===== config.mk =====
export PLATFORM = sky130hd
export DESIGN_NAME = dma_channel_device_config
export DESIGN_NICKNAME = d
export VERILOG_FILES = /design/src/rtl/dma_cfg_pkg.sv /design/src/rtl/dma_channel_device_config.sv
export SDC_FILE = /design/constraint.sdc
export NUM_CORES = 2
export LEC_CHECK = 0
export BUFFER_PORTS_ARGS = -buffer_cell sky130_fd_sc_hd__buf_2
export CAP_MARGIN = 10
export CORE_ASPECT_RATIO = 1.2
export CORE_UTILIZATION = 30
export DETAILED_ROUTE_END_ITERATION = 10
export SLEW_MARGIN = 15
export SYNTH_ARGS = -nofsm -noshare
export SYNTH_HDL_FRONTEND = slang
export SYNTH_SLANG_ARGS = --single-unit

===== constraint.sdc =====
create_clock -name mclk -period 7.61 [get_ports mclk]
set_input_delay 0.3805 -clock mclk [delete_from_list [all_inputs] [get_ports mclk]]
set_output_delay 0.3805 -clock mclk [all_outputs]
set_load 0.02 [all_outputs]

===== src/rtl/dma_cfg_pkg.sv =====
package dma_cfg_pkg;
	localparam int CHANNELS = 6;
	localparam int REQUESTS = 16;
	localparam int CH_MSB = 7;
	localparam int CH_LSB = 5;
	localparam logic [4:0] OFS_CONFIG = 5'h00;
	localparam logic [4:0] OFS_CONTROL = 5'h04;
	localparam logic [4:0] OFS_A_START = 5'h08;
	localparam logic [4:0] OFS_B_START = 5'h0C;
	localparam logic [4:0] OFS_A_COUNT = 5'h10;
	localparam logic [4:0] OFS_B_COUNT = 5'h14;
	localparam int RUN_BIT = 0;
	localparam logic [3:0] CONFIG_TOP_RESET = 4'h0;
	localparam logic [3:0] LAST_BEAT_SHORT = 4'h3;
	localparam logic [3:0] LAST_BEAT_LONG = 4'h7;
	localparam logic [31:0] WORD_BYTES = 32'h4;

	// Field order matches bit positions 31 down to 0
	typedef struct packed {
		logic [3:0] port_hi;
		logic [19:0] port_lo;
		logic [3:0] request_select;
		logic datum_width_select;
		logic burst_length_select;
		logic big_endian;
		logic direction;
	} device_config_t;

	typedef struct packed {
		logic [31:0] address;
		logic [15:0] data;
		logic half;
	} datum_t;

	typedef enum logic [4:0] {
		S_IDLE = 5'h01,
		S_FETCH = 5'h02,
		S_DELIVER = 5'h04,
		S_COLLECT = 5'h08,
		S_STORE = 5'h10
	} state_t;

	function automatic logic [31:0] port_address(device_config_t c);
		return {c.port_hi, 6'h00, c.port_lo, 2'h0};
	endfunction: port_address

	function automatic logic [2:0] words_in_burst(device_config_t c);
		case ({c.burst_length_select, c.datum_width_select})
			2'b00: return 3'h1;
			2'b11: return 3'h4;
			default: return 3'h2;
		endcase
	endfunction: words_in_burst
endpackage: dma_cfg_pkg


===== src/rtl/dma_channel_device_config.sv =====
// The implementer's own choices: the register offsets and the strobed register port.
`timescale 1ns/100ps
// What this block, its driver software and its peripherals do
// Six channels each hold device config, control/status, two start and two count words of 32 bits.
// Config bit 0 set means peripheral to memory, clear means memory to peripheral.
// Config bit 1 picks big endian lane order in memory words, clear picks little endian.
// Config bit 2 picks eight datums per burst, clear picks four.
// Config bit 3 picks half-word datums, clear picks bytes.
// Each granted request moves exactly one burst of the programmed beats and datum size.
// Bits 7:4 choose the one request line a channel answers; other lines are ignored.
// The port address is field 31:28 on 31:28, field 27:8 on 21:2, zeros elsewhere.
// Reset clears config bits 31:28 only; the other bits keep no defined value.
// Request codes pair up per peripheral, even codes transmit and odd codes receive.
// Software sets half-word width for codec and synchronous port codes, byte otherwise.
// Software sets eight-beat bursts for the USB and high speed port codes, four otherwise.
// Software sets direction 0 for even codes and 1 for odd codes.
// Config writes take effect only while the channel run bit is clear.
// Memory to peripheral bursts are fetched as whole words, then sent datum by datum.
// A peripheral raises its request at its FIFO threshold, and that starts a burst.
// Reading the config returns the last accepted value of every field.
module dma_channel_device_config #(
	parameter int CHANNELS = dma_cfg_pkg::CHANNELS
) (
	// Clock and reset
	input wire logic mclk,
	input wire logic reset,
	// Register port
	input wire logic [7:0] reg_addr,
	input wire logic [31:0] reg_wdata,
	input wire logic reg_write,
	input wire logic reg_read,
	output logic [31:0] reg_rdata,
	// Peripheral requests, one line per request code
	input wire logic [dma_cfg_pkg::REQUESTS-1:0] dma_request,
	// Memory word read stream
	input wire logic mem_in_valid,
	output logic mem_in_ready,
	input wire logic [31:0] mem_in_data,
	// Memory word write stream
	output logic mem_out_valid,
	input wire logic mem_out_ready,
	output logic [31:0] mem_out_data,
	output logic [31:0] mem_addr,
	// Datums toward the peripheral
	output logic per_out_valid,
	input wire logic per_out_ready,
	output dma_cfg_pkg::datum_t per_out,
	// Datums from the peripheral
	input wire logic per_in_valid,
	output logic per_in_ready,
	input wire logic [15:0] per_in_data,
	output logic [31:0] per_in_address,
	// Engine status
	output logic busy
);
	if (CHANNELS < 1 || CHANNELS > 8) begin: g_check
		$error("CHANNELS must be 1 to 8");
	end

	function automatic logic [1:0] mem_lane(logic [1:0] lane, logic dw, logic e);
		if (!e)
			return lane;
		return dw ? {1'b0, ~lane[0]} : ~lane;
	endfunction: mem_lane

	// Register storage
	logic [3:0] cfg_top [CHANNELS];
	logic [27:0] cfg_low [CHANNELS];
	dma_cfg_pkg::device_config_t cfg [CHANNELS];
	logic [CHANNELS-1:0] run;
	logic [31:0] start_a [CHANNELS];
	logic [31:0] start_b [CHANNELS];
	logic [31:0] count_a [CHANNELS];
	logic [31:0] count_b [CHANNELS];
	logic [31:0] ptr [CHANNELS];

	// Engine state
	dma_cfg_pkg::state_t state;
	dma_cfg_pkg::state_t next_state;
	logic [2:0] ch;
	logic [3:0] beat;
	logic [2:0] wcnt;
	logic [31:0] wbuf [4];

	// Two-entry peripheral buffer
	dma_cfg_pkg::datum_t q [2];
	logic wr_sel;
	logic rd_sel;
	logic [1:0] fill;
	logic [1:0] next_fill;

	// Bus decode
	wire [4:0] ofs = reg_addr[4:0];
	wire ch_ok = {1'b0, reg_addr[dma_cfg_pkg::CH_MSB:dma_cfg_pkg::CH_LSB]} < 4'(CHANNELS);
	wire [2:0] sel = ch_ok ? reg_addr[dma_cfg_pkg::CH_MSB:dma_cfg_pkg::CH_LSB] : 3'h0;
	wire wr_ok = reg_write && ch_ok;
	wire [31:0] sel_cfg = cfg[sel];
	wire [31:0] read_value =
		!ch_ok ? 32'h0 :
		ofs == dma_cfg_pkg::OFS_CONFIG ? sel_cfg :
		ofs == dma_cfg_pkg::OFS_CONTROL ? {31'h0, run[sel]} :
		ofs == dma_cfg_pkg::OFS_A_START ? start_a[sel] :
		ofs == dma_cfg_pkg::OFS_B_START ? start_b[sel] :
		ofs == dma_cfg_pkg::OFS_A_COUNT ? count_a[sel] :
		ofs == dma_cfg_pkg::OFS_B_COUNT ? count_b[sel] : 32'h0;

	// Active channel decode
	dma_cfg_pkg::device_config_t act;
	assign act = cfg[ch];
	wire [3:0] last_beat = act.burst_length_select ?
		dma_cfg_pkg::LAST_BEAT_LONG : dma_cfg_pkg::LAST_BEAT_SHORT;
	wire [2:0] last_word = dma_cfg_pkg::words_in_burst(act) - 3'h1;
	wire [1:0] beat_word = act.datum_width_select ? beat[2:1] : {1'b0, beat[2]};
	wire [1:0] beat_lane = act.datum_width_select ? {1'b0, beat[0]} : beat[1:0];
	wire [1:0] lane = mem_lane(beat_lane, act.datum_width_select, act.big_endian);
	wire [31:0] cur_word = wbuf[beat_word];

	// Grant: lowest numbered running channel whose own request line is up
	wire [CHANNELS-1:0] wants;
	logic grant_valid;
	logic [2:0] grant_ch;
	for (genvar g = 0; g < CHANNELS; g++) begin: g_ch
		assign cfg[g] = {cfg_top[g], cfg_low[g]};
		assign wants[g] = run[g] && dma_request[cfg[g].request_select];
	end
	always_comb begin
		grant_valid = 1'b0;
		grant_ch = 3'h0;
		for (int c = CHANNELS - 1; c >= 0; c--) begin
			if (wants[c]) begin
				grant_valid = 1'b1;
				grant_ch = 3'(c);
			end
		end
	end

	// Handshakes
	wire in_idle = state == dma_cfg_pkg::S_IDLE;
	wire q_ready = fill != 2'h2;
	wire push = state == dma_cfg_pkg::S_DELIVER && q_ready;
	wire pop = per_out_valid && per_out_ready;
	wire fetch_fire = mem_in_valid && mem_in_ready;
	wire store_fire = mem_out_valid && mem_out_ready;
	wire collect_fire = per_in_valid && per_in_ready;
	assign mem_in_ready = state == dma_cfg_pkg::S_FETCH;
	assign per_in_ready = state == dma_cfg_pkg::S_COLLECT;
	assign mem_out_valid = state == dma_cfg_pkg::S_STORE;
	assign mem_out_data = wbuf[wcnt[1:0]];
	assign per_in_address = dma_cfg_pkg::port_address(act);
	assign busy = !in_idle;
	assign per_out_valid = fill != 2'h0;
	assign per_out = q[rd_sel];
	assign next_fill = fill + {1'b0, push} - {1'b0, pop};

	wire [15:0] push_data = act.datum_width_select ?
		(lane[0] ? cur_word[31:16] : cur_word[15:0]) :
		{8'h00, cur_word[8*lane +: 8]};
	dma_cfg_pkg::datum_t push_datum;
	assign push_datum = {dma_cfg_pkg::port_address(act), push_data, act.datum_width_select};

	always_comb begin
		next_state = state;
		unique case (state)
			dma_cfg_pkg::S_IDLE:
				if (grant_valid)
					next_state = cfg[grant_ch].direction ?
						dma_cfg_pkg::S_COLLECT : dma_cfg_pkg::S_FETCH;
			dma_cfg_pkg::S_FETCH:
				if (fetch_fire && wcnt == last_word)
					next_state = dma_cfg_pkg::S_DELIVER;
			dma_cfg_pkg::S_DELIVER:
				if (push && beat == last_beat)
					next_state = dma_cfg_pkg::S_IDLE;
			dma_cfg_pkg::S_COLLECT:
				if (collect_fire && beat == last_beat)
					next_state = dma_cfg_pkg::S_STORE;
			dma_cfg_pkg::S_STORE:
				if (store_fire && wcnt == last_word)
					next_state = dma_cfg_pkg::S_IDLE;
		endcase
	end

	// Top nibble only is reset; the rest stays as it powers up
	always_ff @(posedge mclk) begin
		for (int c = 0; c < CHANNELS; c++) begin
			if (reset)
				cfg_top[c] <= dma_cfg_pkg::CONFIG_TOP_RESET;
			else if (wr_ok && sel == 3'(c) && ofs == dma_cfg_pkg::OFS_CONFIG && !run[c])
				cfg_top[c] <= reg_wdata[31:28];
		end
	end

	always_ff @(posedge mclk) begin
		for (int c = 0; c < CHANNELS; c++) begin
			if (wr_ok && sel == 3'(c) && ofs == dma_cfg_pkg::OFS_CONFIG && !run[c])
				cfg_low[c] <= reg_wdata[27:0];
		end
	end

	always_ff @(posedge mclk) begin
		for (int c = 0; c < CHANNELS; c++) begin
			if (wr_ok && sel == 3'(c) && ofs == dma_cfg_pkg::OFS_B_START)
				start_b[c] <= reg_wdata;
			if (wr_ok && sel == 3'(c) && ofs == dma_cfg_pkg::OFS_A_COUNT)
				count_a[c] <= reg_wdata;
			if (wr_ok && sel == 3'(c) && ofs == dma_cfg_pkg::OFS_B_COUNT)
				count_b[c] <= reg_wdata;
		end
	end

	always_ff @(posedge mclk) begin
		if (reset) begin
			run <= '0;
			reg_rdata <= 32'h0;
		end else begin
			reg_rdata <= reg_read ? read_value : 32'h0;
			for (int c = 0; c < CHANNELS; c++)
				if (wr_ok && sel == 3'(c) && ofs == dma_cfg_pkg::OFS_CONTROL)
					run[c] <= reg_wdata[dma_cfg_pkg::RUN_BIT];
		end
	end

	// A start writes also rewind the channel's memory pointer
	always_ff @(posedge mclk) begin
		for (int c = 0; c < CHANNELS; c++) begin
			if (reset) begin
				start_a[c] <= 32'h0;
				ptr[c] <= 32'h0;
			end else if (wr_ok && sel == 3'(c) && ofs == dma_cfg_pkg::OFS_A_START) begin
				start_a[c] <= reg_wdata;
				ptr[c] <= reg_wdata;
			end else if (ch == 3'(c) && !in_idle && next_state == dma_cfg_pkg::S_IDLE) begin
				ptr[c] <= state == dma_cfg_pkg::S_STORE ? mem_addr + dma_cfg_pkg::WORD_BYTES : mem_addr;
			end
		end
	end

	always_ff @(posedge mclk) begin
		if (reset) begin
			state <= dma_cfg_pkg::S_IDLE;
			ch <= 3'h0;
			beat <= 4'h0;
			wcnt <= 3'h0;
			mem_addr <= 32'h0;
		end else begin
			state <= next_state;
			if (in_idle && grant_valid) begin
				ch <= grant_ch;
				beat <= 4'h0;
				wcnt <= 3'h0;
				mem_addr <= ptr[grant_ch];
			end
			if (fetch_fire || store_fire) begin
				wcnt <= wcnt + 3'h1;
				if (!(state == dma_cfg_pkg::S_STORE && wcnt == last_word))
					mem_addr <= mem_addr + dma_cfg_pkg::WORD_BYTES;
			end
			if (push || collect_fire)
				beat <= beat + 4'h1;
			if (collect_fire && beat == last_beat)
				wcnt <= 3'h0;
		end
	end

	// Word buffer: filled from memory, or packed from peripheral datums
	always_ff @(posedge mclk) begin
		if (fetch_fire)
			wbuf[wcnt[1:0]] <= mem_in_data;
		if (collect_fire) begin
			if (act.datum_width_select)
				wbuf[beat_word][16*lane[0] +: 16] <= per_in_data;
			else
				wbuf[beat_word][8*lane +: 8] <= per_in_data[7:0];
		end
	end

	// A receiver stall holds the two entries; the engine waits on q_ready
	always_ff @(posedge mclk) begin
		if (reset) begin
			fill <= 2'h0;
			wr_sel <= 1'b0;
			rd_sel <= 1'b0;
		end else begin
			fill <= next_fill;
			if (push)
				wr_sel <= ~wr_sel;
			if (pop)
				rd_sel <= ~rd_sel;
		end
	end

	always_ff @(posedge mclk) begin
		if (push)
			q[wr_sel] <= push_datum;
	end
endmodule: dma_channel_device_config


==> summary.md <==
| Metric | Value |
|---|---|
| Critical Path Start | ch[1]$_SDFFE_PP0P_ |
| Post-route ant nets | 0 |
| Layout Skew | 0.0718 ns |
| Final setup viols | 0 |
| Relative slew slack | 24.0% |
| Post-cts resize count | 0 |
| Layout Area Growth over Synthesis | 14.2% |
| All-Layer GR Usage | 18.7% |
| Die height | 515 µm |
| Startpoint type of the worst setup path | flip-flop |
| Pins Over Slew Limit | 0 |
| Vias per std cell | 5.48 |
| Final instance area | 75100 µm² |
| I/O Buffers | 277 |
| H-Tree Depth | 4 |
| VDD IR max | 0.272 mV |
| WHS | 0.0369 ns |
| Worst min-delay path startpoint | mem_in_data[12] |
| Initial antenna violation count | 23 |
| Root buffer cell | clkbuf_16 |
| Cell Area, Synth | 65800 µm² |
| DRC Markers | 0 |
| Adder-cell share of the synthesized area | 0.190% |
| Status | completed |
| Leak | 26.5 nW |
| Clock network latency to the later pin of the worst-skew pair | 0.85 ns |
| WL per Instance | 27.0 µm |
| Starting density of the core | 30.3% |
| DIE WIDTH | 429 µm |
| CP max FO | 53 |
| Sequential-to-total area share from yosys stat | 65.0% |
| Yosys warnings | 0 |
| GPL Wtd Cong | 0.862 |
| Num CTS Buffers | 140 |
| Largest family of logic cells by synthesized area | multiplexers |
| XOR/XNOR Fraction of Synth Area | 0.479% |
| Metal-1 WL | 83600 µm |
| Share of layout cells above drive strength 1 | 18.5% |
| Pre-Repair DR Iteration Count | 6 |
| Vias | 43551 |
| Setup tns final | 0 ns |
| Placed inst area | 70300 µm² |
| Vias in the first global route | 42327 |
| Fin cells | 7946 |
| Crit end category | flip-flop |
| # fillers | 20848 |
| Final hold vios | 0 |
| DRT Wirelength | 214000 µm |
| EDFF count, synth | 1362 |
| Core area | 217000 µm² |
| CTS Sinks | 1454 |
| Clock buffer depth | 3 |
| Unrepaired setup endpoints after global routing | false |
| Post-DP HPWL | 136000 µm |
| Async S/R FF share, synth | 0% |
| First-pass GRT wire length | 303000 µm |
| Hold Crit Class | in -> reg |
| Final critical-path share of the clock period | 81.4% |
| Drt initial violations | 4570 |
| Final min period | 6.19 ns |
| Mapped Cells | 4822 |
| Nets@finish | 5101 |
| I/O pins | 294 |
| Mux share of post-synthesis cell area | 12.4% |
| Buffer count from post-CTS setup fixing | 0 |
| Cell Pwr Density | 225 nW/µm² |
| Critical Path RT | 8.04 ns |
| Critical path class | reg -> reg |
| Die footprint | 221000 µm² |
| Syn_area_per_cell | 13.6 µm² |
| Compound-Gate Fraction of Synth Area | 11.0% |
| Critical Path AT | 6.63 ns |
| Post-synthesis simple-gate area fraction | 6.99% |
| R2r startpoint | ch[1]$_SDFFE_PP0P_ |
| Fmax | 162 MHz |
| WL met3 | 15100 µm |
| Slew @ Worst Pin | 1.14 ns |
| Placed cells | 7656 |
| Top routing layer in use | met5 |
| Largest net degree at the start of global routing | 178 |
| CTS tree | built |
| GRT overflow | 0 |
| Core Rows | 187 |
| Post-cts hold buffer count | 15 |
| Worst-path clk slew | 0.06 ns |
| DR WL met2 | 106000 µm |
| Distinct cells, synth | 74 |
| #FFs+latches synth | 1454 |
| Top_reg_cell synth | edfxtp_1 |
| Max-Cap Viols | 0 |
final timing paths:
path	endpoint	slack (ns)	depth (start not counted)
setup / recovery	wbuf[3][18]$_DFFE_PP_	1.42	15
hold / removal	wbuf[3][12]$_DFFE_PP_	0.04	3
setup reg to reg	wbuf[3][18]$_DFFE_PP_	1.42	15
hold reg to reg	beat[3]$_SDFFE_PP0P_	0.49	1
power by group:
group | switching, mW | internal [mW] | total, mW
Clock | 3.23 | 3.71 | 6.94
Combinational | 0.691 | 0.330 | 1.02
Sequential | 0.0752 | 8.85 | 8.93
Total | 3.99 | 12.9 | 16.9
cell usage in the layout, fill, tap and decap left out, types with 17 or more instances in the layout:
cell | netlist | final
o41ai_1 | 137 | 137
clkinv_2 | 0 | 24
o22ai_1 | 82 | 82
dfxtp_1 | 92 | 88
mux2i_1 | 405 | 405
nor3_1 | 30 | 18
or3_1 | 37 | 35
nor2_1 | 299 | 279
mux2_2 | 107 | 107
edfxtp_1 | 1362 | 1362
nor2_4 | 0 | 19
xnor2_1 | 22 | 21
o221ai_1 | 98 | 98
o41ai_2 | 26 | 26
a211oi_1 | 21 | 20
a22oi_1 | 97 | 97
nand2_1 | 458 | 456
a22o_1 | 18 | 18
and2_1 | 43 | 41
clkinv_1 | 3 | 30
o31ai_1 | 39 | 33
or2_2 | 32 | 32
nand2b_1 | 23 | 18
o311ai_0 | 28 | 28
buf_2 | 33 | 273
buf_4 | 40 | 101
nand3_1 | 43 | 40
mux4_2 | 128 | 128
a31oi_1 | 37 | 37
clkbuf_16 | 0 | 140
inv_1 | 220 | 220
o21ai_0 | 177 | 176
clkbuf_1 | 259 | 35
a21oi_1 | 181 | 179
and3_1 | 17 | 17
worst max-delay path: stages, from the launching register on:
cell,delay (ns)
dfxtp_2,0.98
nand2b_1,0.20
buf_4,0.34
nor2_1,0.10
a21oi_1,0.44
xnor2_1,0.11
nand2_1,0.57
clkinv_1,0.45
ha_1,0.37
nor4_1,0.38
nand2b_1,0.16
buf_4,0.42
nand2_1,0.13
o21ai_0,0.15
nand2_1,0.22
nor2_1,0.73
cell usage after synthesis (all sizes together), types with 9 or more instances:
master | instances | share of area (%)
xnor2 | 22 | 0.29
a211oi | 21 | 0.24
o311ai | 29 | 0.39
nand2 | 458 | 2.6
o22ai | 82 | 0.78
nor2b | 17 | 0.16
clkbuf | 259 | 1.5
or2 | 33 | 0.31
o41ai | 163 | 2.5
mux4 | 128 | 4.4
and3 | 17 | 0.16
nor4 | 12 | 0.14
nand2b | 23 | 0.22
o21ai | 180 | 1.4
nand3 | 43 | 0.33
o221ai | 98 | 1.3
nand3b | 9 | 0.10
a22oi | 98 | 1.1
xor2 | 14 | 0.19
dfxtp | 92 | 2.8
buf | 138 | 1.2
edfxtp | 1362 | 62
nor2 | 299 | 1.7
and2 | 46 | 0.44
mux2 | 107 | 1.8
inv | 221 | 1.3
ha | 10 | 0.19
or3 | 37 | 0.35
mux2i | 405 | 6.2
a31oi | 37 | 0.35
a22o | 18 | 0.24
a21oi | 181 | 1.4
o31ai | 39 | 0.45
o211ai | 9 | 0.10
nor3 | 30 | 0.23
sequential cells by signal, summed over array words and instances (netlist names), 4 cells and up, named ones only:
register	cells
wbuf	128
cfg_top	24
beat	4
start_a	192
count_a	192
cfg_low	168
state	5
ptr	192
run	6
start_b	192
count_b	192
reg_rdata	32
q	82
mem_addr	32
area by class of cell:
cell class	instances	area, µm²	share of cell area [%]
sequential	1454	42700	56.9
multi-input combinational	2762	20900	27.9
clock buffer	178	3680	4.90
tap	2835	3550	4.72
timing repair buffer	397	2410	3.22
clock inverter	81	887	1.18
inverter	224	841	1.12
antenna	15	37.5	0.0500
metal layers:
metal	track usage, %	vias up
li1	-	18926
met1	23.4	22267
met2	31.6	1985
met3	2.80	369
met4	9.31	4
met5	0	-
per-stage QoR:
step	total power [mW]	setup slack (ns)	util (%)
3_3_place_gp	10.1	1.47	32.4
6_report	16.9	1.42	34.6
4_1_cts	17.0	1.53	34.6
3_5_place_dp	10.1	1.57	32.4
5_1_grt	17.3	0.996	34.6
2_1_floorplan	9.65	1.59	-
cells by family after synthesis:
kind of cell / after synthesis
flip-flops: 1454
buffers and inverters: 621
other: 1
XOR/XNOR: 36
multiplexers: 640
adder cells (fa/ha/maj): 10
AND/OR/NAND/NOR: 1044
AO/OA/AOI/OAI: 1016
Power figures use the tool's default switching activity.
